## src/core/mfu_pkg.sv

```systemverilog
// constants, register map and state encoding of the firmware upgrade loader
package mfu_pkg;
  // register word addresses
  localparam logic [15:0] REG_FW_VER = 16'h018E;
  localparam logic [15:0] REG_MAP_VER = 16'h018F;
  localparam logic [15:0] REG_PRESENT = 16'h0190;
  localparam logic [15:0] REG_BAUD = 16'h0191;
  localparam logic [15:0] REG_KEY1 = 16'h0192;
  localparam logic [15:0] REG_KEY2 = 16'h0193;
  localparam logic [15:0] REG_SEQ = 16'h0194;
  localparam logic [15:0] REG_PAYLOAD = 16'h0195;
  localparam logic [15:0] REG_PAYLOAD_LAST = 16'h0295;
  // unlock key values and fixed read values
  localparam logic [15:0] KEY1_VALUE = 16'h7CA2;
  localparam logic [15:0] KEY2_VALUE = 16'h3A1D;
  localparam logic [15:0] PRESENT_VALUE = 16'h0001;
  localparam logic [15:0] WO_READ_VALUE = 16'h0000;
  // baud codes 0..8 = 2400,4800,9600,14400,19200,28800,38400,57600,115200
  localparam logic [3:0] BAUD_RESET = 4'h2;
  localparam logic [3:0] BAUD_MAX = 4'h8;
  // packet geometry: sequence word plus up to 256 data words
  localparam logic [15:0] PACKET_REGS = 16'h0101;
  localparam logic [15:0] BYTE_LIMIT = 16'h0100;
  // error codes in the reply
  localparam logic [7:0] ERR_ADDR = 8'h02;
  localparam logic [7:0] ERR_SIZE = 8'h03;
  localparam logic [7:0] ERR_ARG = 8'h04;
  localparam logic [7:0] ERR_NOT_READY = 8'h06;
  // timing
  localparam int CLK_HZ = 40_000_000;
  localparam int IDLE_TIMEOUT_S = 180;
  localparam int MS_CYCLES = CLK_HZ / 1000;
  localparam int IDLE_MS = IDLE_TIMEOUT_S * 1000;

  typedef enum logic [1:0] {
    ST_IDLE = 2'b00,
    ST_RECV = 2'b01,
    ST_ERASE = 2'b10,
    ST_COPY = 2'b11
  } mfu_state_t;
endpackage

```

## src/core/mfu_loader.sv

```systemverilog
// firmware upgrade loader: register window, unlock, packet commit, idle fallback
// Operation
// - loader registers answer only while the loader runs, not the application.
// - baud register accepts codes 0 to 8, 2400 up to 115200 baud.
// - baud choice is lost on reboot; default 9600 after power-up.
// - unlock needs both keys 0x7CA2, 0x3A1D in one two-register write.
// - first valid packet erases the application memory before its acknowledge.
// - later packets are acknowledged quickly, about 400 ms at 115.2k.
// - for writes over 256 bytes the byte count is ignored.
// - reading the sequence register returns the last committed packet number.
// - after activity then 3 idle minutes, launch the primary application.
// - an upgrade started but unfinished launches the failsafe application instead.
module mfu_loader
  import mfu_pkg::*;
#(
  parameter logic [15:0] FW_VERSION = 16'h0101,  // arbitrary value
  parameter logic [15:0] MAP_VERSION = 16'h0001, // arbitrary value
  parameter int TICK_CYCLES = MS_CYCLES,
  parameter int IDLE_LIMIT_MS = IDLE_MS
) (
  input wire logic clk_i,
  input wire logic rst_i,
  input wire logic app_running_i,
  input wire logic rd_req_i,
  input wire logic [15:0] rd_addr_i,
  output logic rd_valid_o,
  output logic rd_err_o,
  output logic [15:0] rd_data_o,
  input wire logic wr_start_i,
  input wire logic [15:0] wr_addr_i,
  input wire logic [15:0] wr_count_i,
  input wire logic [15:0] wr_bytes_i,
  input wire logic wr_word_valid_i,
  input wire logic [15:0] wr_word_i,
  input wire logic wr_end_i,
  input wire logic wr_abort_i,
  output logic rsp_valid_o,
  output logic rsp_err_o,
  output logic [7:0] rsp_code_o,
  output logic [3:0] baud_sel_o,
  output logic erase_req_o,
  input wire logic erase_done_i,
  output logic mem_we_o,
  output logic [23:0] mem_addr_o,
  output logic [15:0] mem_wdata_o,
  output logic launch_primary_o,
  output logic launch_failsafe_o
);
  typedef struct packed {
    mfu_state_t st;
    logic [15:0] base;
    logic [15:0] cnt;
    logic [15:0] idx;
    logic fail;
    logic [7:0] code;
    logic [15:0] key1;
    logic [15:0] key2;
    logic [3:0] baud_new;
    logic baud_wr;
    logic [15:0] seq_new;
    logic [15:0] seq_done;
    logic unlocked;
    logic erased;
    logic complete;
    logic [8:0] copy_idx;
    logic [8:0] copy_words;
    logic copy_pend;
    logic [15:0] ms_cnt;
    logic [17:0] idle_ms;
    logic seen;
    logic [3:0] baud;
    logic rsp_valid;
    logic rsp_err;
    logic [7:0] rsp_code;
    logic rd_valid;
    logic rd_err;
    logic [15:0] rd_data;
    logic erase_req;
    logic mem_we;
    logic [23:0] mem_addr;
    logic [15:0] mem_wdata;
    logic launch_p;
    logic launch_f;
  } mfu_loader_t;

  mfu_loader_t s_q;
  mfu_loader_t s_d;
  logic buf_we;
  logic [7:0] buf_waddr;
  logic [15:0] buf_rdata;
  logic [15:0] tgt;
  logic [15:0] pay_off;
  logic [16:0] span_end;

  assign tgt = s_q.base + s_q.idx;
  assign pay_off = tgt - REG_PAYLOAD;
  assign span_end = {1'b0, wr_addr_i} + {1'b0, wr_count_i} - 17'h00001;
  assign buf_we = (s_q.st == ST_RECV) && wr_word_valid_i && (s_q.base == REG_SEQ)
                  && (tgt >= REG_PAYLOAD) && (pay_off < BYTE_LIMIT);
  assign buf_waddr = pay_off[7:0];

  mfu_pkt_buf #(.WIDTH(16), .DEPTH(256), .AW(8)) u_buf (
    .clk_i(clk_i),
    .rst_i(rst_i),
    .we_i(buf_we),
    .waddr_i(buf_waddr),
    .wdata_i(wr_word_i),
    .raddr_i(s_q.copy_idx[7:0]),
    .rdata_o(buf_rdata)
  );

  always_comb begin
    s_d = s_q;
    s_d.rsp_valid = 1'b0;
    s_d.rd_valid = 1'b0;
    s_d.mem_we = 1'b0;
    // register reads
    if (rd_req_i) begin
      s_d.rd_valid = 1'b1;
      s_d.rd_err = 1'b0;
      s_d.rd_data = WO_READ_VALUE;
      if (app_running_i || rd_addr_i < REG_FW_VER || rd_addr_i > REG_PAYLOAD_LAST) begin
        s_d.rd_err = 1'b1;
      end else if (rd_addr_i == REG_FW_VER) begin
        s_d.rd_data = FW_VERSION;
      end else if (rd_addr_i == REG_MAP_VER) begin
        s_d.rd_data = MAP_VERSION;
      end else if (rd_addr_i == REG_PRESENT) begin
        s_d.rd_data = PRESENT_VALUE;
      end else if (rd_addr_i == REG_BAUD) begin
        s_d.rd_data = {12'h000, s_q.baud};
      end else if (rd_addr_i == REG_SEQ) begin
        s_d.rd_data = s_q.seq_done;
      end
    end
    if (rd_req_i || wr_start_i) begin
      s_d.seen = 1'b1;
      s_d.ms_cnt = '0;
      s_d.idle_ms = '0;
    end else if (s_q.ms_cnt == 16'(TICK_CYCLES - 1)) begin
      s_d.ms_cnt = '0;
      if (s_q.idle_ms != 18'(IDLE_LIMIT_MS)) begin
        s_d.idle_ms = s_q.idle_ms + 18'h00001;
      end
    end else begin
      s_d.ms_cnt = s_q.ms_cnt + 16'h0001;
    end
    unique case (s_q.st)
      ST_IDLE: begin
        if (wr_start_i) begin
          s_d.st = ST_RECV;
          s_d.base = wr_addr_i;
          s_d.cnt = wr_count_i;
          s_d.idx = '0;
          s_d.fail = 1'b0;
          s_d.baud_wr = 1'b0;
          s_d.key1 = '0;
          s_d.key2 = '0;
          if (app_running_i || wr_count_i == 16'h0000 || wr_addr_i < REG_FW_VER
              || span_end > {1'b0, REG_PAYLOAD_LAST}) begin
            s_d.fail = 1'b1;
            s_d.code = ERR_ADDR;
          // byte count ignored above 256 bytes
          end else if ({wr_count_i[14:0], 1'b0} <= BYTE_LIMIT
                       && wr_bytes_i != {wr_count_i[14:0], 1'b0}) begin
            s_d.fail = 1'b1;
            s_d.code = ERR_SIZE;
          end
        end else if (s_q.seen && s_q.idle_ms == 18'(IDLE_LIMIT_MS)
                     && !s_q.launch_p && !s_q.launch_f) begin
          if (s_q.erased && !s_q.complete) begin
            s_d.launch_f = 1'b1;
          end else begin
            s_d.launch_p = 1'b1;
          end
        end
      end
      ST_RECV: begin
        if (wr_abort_i) begin
          s_d.st = ST_IDLE;
        end else if (wr_word_valid_i) begin
          s_d.idx = s_q.idx + 16'h0001;
          if (tgt == REG_BAUD) begin
            if (wr_word_i > {12'h000, BAUD_MAX}) begin
              s_d.fail = 1'b1;
              s_d.code = ERR_ARG;
            end else begin
              s_d.baud_new = wr_word_i[3:0];
              s_d.baud_wr = 1'b1;
            end
          end else if (tgt == REG_KEY1) begin
            s_d.key1 = wr_word_i;
          end else if (tgt == REG_KEY2) begin
            s_d.key2 = wr_word_i;
          end else if (tgt == REG_SEQ) begin
            s_d.seq_new = wr_word_i;
          end
        end else if (wr_end_i) begin
          s_d.st = ST_IDLE;
          s_d.rsp_valid = 1'b1;
          s_d.rsp_err = 1'b0;
          if (s_q.fail) begin
            s_d.rsp_err = 1'b1;
            s_d.rsp_code = s_q.code;
          end else begin
            if (s_q.baud_wr) begin
              s_d.baud = s_q.baud_new;
            end
            // both keys in one two-register write
            if (s_q.base == REG_KEY1 && s_q.cnt == 16'h0002
                && s_q.key1 == KEY1_VALUE && s_q.key2 == KEY2_VALUE) begin
              s_d.unlocked = 1'b1;
            end
            if (s_q.base == REG_SEQ) begin
              if (!s_q.unlocked) begin
                s_d.rsp_err = 1'b1;
                s_d.rsp_code = ERR_NOT_READY;
              end else if (s_q.seq_new == s_q.seq_done) begin
                // repeat of a committed packet is acknowledged again
                s_d.rsp_err = 1'b0;
              end else if (s_q.seq_new == s_q.seq_done + 16'h0001) begin
                s_d.rsp_valid = 1'b0;
                s_d.copy_idx = '0;
                s_d.copy_pend = 1'b0;
                s_d.copy_words = 9'(s_q.cnt - 16'h0001);
                // a short packet marks the end of the image
                if (s_q.cnt < PACKET_REGS) begin
                  s_d.complete = 1'b1;
                end
                if (!s_q.erased) begin
                  s_d.st = ST_ERASE;
                  s_d.erase_req = 1'b1;
                end else begin
                  s_d.st = ST_COPY;
                end
              end else begin
                s_d.rsp_err = 1'b1;
                s_d.rsp_code = ERR_ARG;
              end
            end
          end
        end
      end
      ST_ERASE: begin
        if (erase_done_i) begin
          s_d.erase_req = 1'b0;
          s_d.erased = 1'b1;
          s_d.st = ST_COPY;
        end
      end
      ST_COPY: begin
        s_d.mem_we = s_q.copy_pend;
        s_d.mem_addr = {s_q.seq_new - 16'h0001, 8'(s_q.copy_idx - 9'h001)};
        s_d.mem_wdata = buf_rdata;
        s_d.copy_pend = s_q.copy_idx < s_q.copy_words;
        if (s_q.copy_idx < s_q.copy_words) begin
          s_d.copy_idx = s_q.copy_idx + 9'h001;
        end else if (!s_q.copy_pend) begin
          s_d.st = ST_IDLE;
          s_d.seq_done = s_q.seq_new;
          s_d.rsp_valid = 1'b1;
          s_d.rsp_err = 1'b0;
        end
      end
    endcase
  end

  always_ff @(posedge clk_i or posedge rst_i) begin
    if (rst_i) begin
      s_q <= '0;
      s_q.st <= ST_IDLE;
      s_q.baud <= BAUD_RESET;
    end else begin
      s_q <= s_d;
    end
  end

  assign rd_valid_o = s_q.rd_valid;
  assign rd_err_o = s_q.rd_err;
  assign rd_data_o = s_q.rd_data;
  assign rsp_valid_o = s_q.rsp_valid;
  assign rsp_err_o = s_q.rsp_err;
  assign rsp_code_o = s_q.rsp_code;
  assign baud_sel_o = s_q.baud;
  assign erase_req_o = s_q.erase_req;
  assign mem_we_o = s_q.mem_we;
  assign mem_addr_o = s_q.mem_addr;
  assign mem_wdata_o = s_q.mem_wdata;
  assign launch_primary_o = s_q.launch_p;
  assign launch_failsafe_o = s_q.launch_f;
endmodule // mfu_loader

```

## src/core/mfu_pkt_buf.sv

```systemverilog
// packet staging memory with registered read data
module mfu_pkt_buf #(
  parameter int WIDTH = 16,
  parameter int DEPTH = 256,
  parameter int AW = 8
) (
  input wire logic clk_i,
  input wire logic rst_i,
  input wire logic we_i,
  input wire logic [AW-1:0] waddr_i,
  input wire logic [WIDTH-1:0] wdata_i,
  input wire logic [AW-1:0] raddr_i,
  output logic [WIDTH-1:0] rdata_o
);
  logic [WIDTH-1:0] mem [DEPTH];

  always_ff @(posedge clk_i) begin
    if (we_i) begin
      mem[waddr_i] <= wdata_i;
    end
  end

  always_ff @(posedge clk_i or posedge rst_i) begin
    if (rst_i) begin
      rdata_o <= '0;
    end else begin
      rdata_o <= mem[raddr_i];
    end
  end
endmodule // mfu_pkt_buf

```

## config.mk

```make
export PLATFORM = sky130hd
export DESIGN_NAME = mfu_loader
export DESIGN_NICKNAME = d
export VERILOG_FILES = /design/src/core/mfu_pkg.sv /design/src/core/mfu_loader.sv /design/src/core/mfu_pkt_buf.sv
export SDC_FILE = /design/constraint.sdc
export NUM_CORES = 2
export LEC_CHECK = 0
export BUFFER_PORTS_ARGS = -buffer_cell sky130_fd_sc_hd__clkbuf_2
export CAP_MARGIN = 15
export CORE_UTILIZATION = 50
export CTS_BUF_LIST = sky130_fd_sc_hd__clkbuf_2 sky130_fd_sc_hd__clkbuf_4 sky130_fd_sc_hd__clkbuf_8
export DETAILED_ROUTE_END_ITERATION = 12
export PLACE_DENSITY_LB_ADDON = 0.1
export SLEW_MARGIN = 40
export SYNTH_ARGS = -nofsm -noshare
export SYNTH_HDL_FRONTEND = slang
export SYNTH_SLANG_ARGS = --single-unit
```

## constraint.sdc

```tcl
create_clock -name clk_i -period 22.3 [get_ports clk_i]
set_clock_uncertainty 0.05 [all_clocks]
set_input_delay 2.23 -clock clk_i [delete_from_list [all_inputs] [get_ports clk_i]]
set_output_delay 2.23 -clock clk_i [all_outputs]
set_load 0.01 [all_outputs]
```

==> flow_summary.json <==
{
  "place_area_sq_um": 181700,
  "cts_setup_buffers": 0,
  "register_area_sq_um": 129700,
  "whs_ns": 0.4221,
  "clock_sinks": 4363,
  "min_path_type": "reg2reg",
  "cts_root_buf": "clkbuf_8",
  "yosys.area_share.simple_pct": 2.617,
  "nNetsFinal": 8927,
  "antenna_left": 0,
  "grt_max_degree": 195,
  "yosysWarnings": 0,
  "num_vias": 87750,
  "clk_latency_ns": 1.23,
  "antenna_found_initial": 31,
  "ioPinCount": 165,
  "setup_viol": 0,
  "io_buffers": 159,
  "p_sw_share_pct": 23.34,
  "area_growth_pct": 13.67,
  "pre_cts_slack_ns": 15.34,
  "layout_min_cycle_time_ns": 6.198,
  "cp_cell_sequence": "buf_4 > buf_4 > buf_4 > buf_6 > mux4_2 > mux4_2 > mux2i_1 > mux4_2 > mux2i_1",
  "synthAdderAreaFrac_pct": 0.4879,
  "fp.dieW_um": 589.1,
  "p_switching_mw": 3.872,
  "synth.ff_latch_count": 4363,
  "drc_errors": 0,
  "routabilityCongestion": 0.8307,
  "status": "finished clean",
  "grt_pass1_vias": 88660,
  "cts_made_buffers": 706,
  "finalCritPeriodShare_pct": 27.79,
  "cts.repair.resized": 0,
  "synth_compound_area_share_pct": 1.559,
  "die_y_um": 589.1,
  "synth_edf_count": 4096,
  "dieArea_sq_um": 347000,
  "yosys_most_used_dff": "edfxtp_1",
  "slew-limit-headroom_pct": 33.29,
  "synth_most_common_cell": "edfxtp_1",
  "grt.total_usage_pct": 27.75,
  "maxCapViolCount": 0,
  "post-place-cells": 12610,
  "hpwlAfterDp_um": 277100,
  "dr.first_iter.drc_count": 10850,
  "async_flop_share_pct": 6.120,
  "ctsHtreeMaxLevel": 6,
  "synth_top_family_by_area": "multiplexers",
  "clk_path_buf_depth": 4,
  "avgViaCountPerCell": 6.306,
  "p_leak_nw": 65.24,
  "clkTransAtPathRegs_ns": 0.06,
  "layout-drive-gt1-share_pct": 36.76,
  "pwr-share-clk_pct": 40.9,
  "grt_first_pass_wirelength_um": 676300,
  "setup.worst_path.class": "reg2reg",
  "timing.reg2reg.setup_slack_ns": 16.10,
  "multi_input_area_sq_um": 41440,
  "synth_area_sq_um": 172300,
  "final_area_sq_um": 195900,
  "initial_core_util_pct": 50.25,
  "power.density_nw_per_um2": 84.69,
  "drt_pass1_iterations": 6,
  "slowest_stage": "dfrtp_4",
  "combPwrFrac_pct": 4.6,
  "yosys-top-cells-count": "edfxtp_1 (4096), mux4_2 (1287), clkbuf_1 (271), dfrtp_1 (266)",
  "synth-seq-area-share_pct": 75.25,
  "met2_usage_pct": 43.90,
  "synth_top_area_share_pct": 71.37,
  "hold_viol_final": 0,
  "synth_area_leaders": "edfxtp_1 (71%), mux4_2 (17%), dfrtp_1 (3.9%)",
  "vdd_drop_max_uv": 76.43,
  "cp.buffers_inverters": 4,
  "overflow": 0,
  "synthMuxAreaShare_pct": 17.95,
  "use_met1_pct": 39.42,
  "intPower_mw": 12.72,
  "endpoint_kind": "flop",
  "avgSynthCellArea_sq_um": 21.61,
  "rsz0062_at_grt": "false",
  "worstPathArrival_ns": 7.20,
  "slowest_delay_ns": 0.88,
  "worstMarginPinSlew_ns": 0.9728,
  "setup.worst_path.start_class": "flop",
  "nFillCells": 25440,
  "num_rows": 215,
  "wl_per_cell_um": 34.62,
  "cp_max_fo": 56,
  "tns_ns": 0,
  "setup_slack_ns": 16.10,
  "wl_um": 481800,
  "crit_family": "buffers and inverters",
  "seqPwrFrac_pct": 54.5,
  "ys_types": 76,
  "synth-xor-area-share_pct": 0.5438,
  "core_area_sq_um": 343000,
  "postCtsHoldBufs": 0,
  "netlist_instances": 7974,
  "synth_top_area_cell": "edfxtp_1",
  "use_met3_pct": 5.996,
  "cp.required_ns": 23.30,
  "fmax_ghz": 0.1613,
  "stdcell_count": 13920,
  "top_usage_layer": "met2",
  "drv_slew": 0,
  "cts_tree": "yes"
}
==> power groups by stage <==
stage | combinational, mW | sequential [mW] | clock, mW
after CTS | 0.744 | 9.04 | 6.91
after global routing | 0.790 | 9.04 | 7.25
after floorplan | 0.277 | 9.19 | 0
final | 0.764 | 9.04 | 6.79
after detailed placement | 0.742 | 9.21 | 0
after global placement | 0.714 | 9.20 | 0
==> layer usage <==
metal,wire length [um],share of wire [%],vias up
li1,-,-,35130
met1,193800,40,47570
met2,230200,48,4329
met3,44210,9.2,706
met4,13400,2.8,16
met5,127,0.026,-
==> final cells by class <==
type                    count  area share, %
flip-flops and latches   4363          66.21
multi-input cells        2988          21.16
clock buffers             978          6.101
well taps                4557          2.911
repair buffers            599          2.449
clock inverters           302         0.9216
inverters                 114         0.2350
diodes                     15        0.01916
==> final timing paths <==
check,depth (start not counted),endpoint,startpoint
worst max-delay path,9,u_buf.rdata_o[11]$_DFF_PP0_,s_q[122]$_DFFE_PP0P_
worst min-delay path,1,s_q[132]$_DFFE_PP0P_,s_q[132]$_DFFE_PP0P_
worst max register to register,9,u_buf.rdata_o[11]$_DFF_PP0_,s_q[122]$_DFFE_PP0P_
worst min register to register,1,s_q[132]$_DFFE_PP0P_,s_q[132]$_DFFE_PP0P_
max in group asynchronous,3,mem_wdata_o[6]$_DFFE_PP0P_,rst_i
min in group asynchronous,2,mem_addr_o[22]$_DFFE_PP0P_,rst_i
==> state kept, by name, summed over array words and instances, names as in the netlist, 3 cells and up <==
| register | flops |
|---|---|
| rd_data_o | 16 |
| u_buf.rdata_o | 16 |
| mem_wdata_o | 16 |
| s_q | 180 |
| mem_addr_o | 24 |
| baud_sel_o | 4 |
| rsp_code_o | 3 |
| u_buf.mem | 4096 |
==> placed cells by master, fill, tap and decap left out, types with 29 or more instances in the layout <==
| master | count |
|---|---|
| edfxtp_1 | 4096 |
| mux4_2 | 1287 |
| clkbuf_8 | 739 |
| buf_4 | 374 |
| dfrtp_1 | 259 |
| clkbuf_4 | 241 |
| nand2_1 | 199 |
| clkinv_1 | 156 |
| nor3_2 | 155 |
| o21ai_0 | 154 |
| clkbuf_2 | 143 |
| nor2_1 | 116 |
| inv_1 | 110 |
| mux2_2 | 95 |
| clkinv_2 | 84 |
| mux2i_1 | 77 |
| nand3_1 | 73 |
| nor2_2 | 67 |
| a21oi_1 | 66 |
| ha_1 | 64 |
| xnor2_1 | 56 |
| xor2_1 | 51 |
| nand4_1 | 38 |
| buf_6 | 36 |
| nor4_1 | 35 |
| nor3_1 | 33 |
| and3_1 | 29 |
==> through the flow <==
stage,total power [mW],util (%)
finish,16.59,57.12
global route,17.08,57.11
CTS,16.69,56.98
detailed placement,9.949,52.97
global placement,9.918,52.83
floorplan,9.467,-
==> worst register-to-register path, cell delays in order (launching register included) <==
cell     delay [ns]
dfrtp_4        0.88
buf_4          0.80
buf_4          0.79
buf_4          0.65
buf_6          0.56
mux4_2         0.45
mux4_2         0.46
mux2i_1        0.67
mux4_2         0.60
mux2i_1        0.14
==> cell families after synthesis <==
| family | after synthesis |
|---|---|
| simple gates | 920 |
| xor+xnor | 107 |
| compound gates | 421 |
| fa+ha+maj | 66 |
| buf+inv | 627 |
| flops | 4363 |
| mux | 1469 |
| other cells | 1 |
Power figures use the tool's default switching activity.
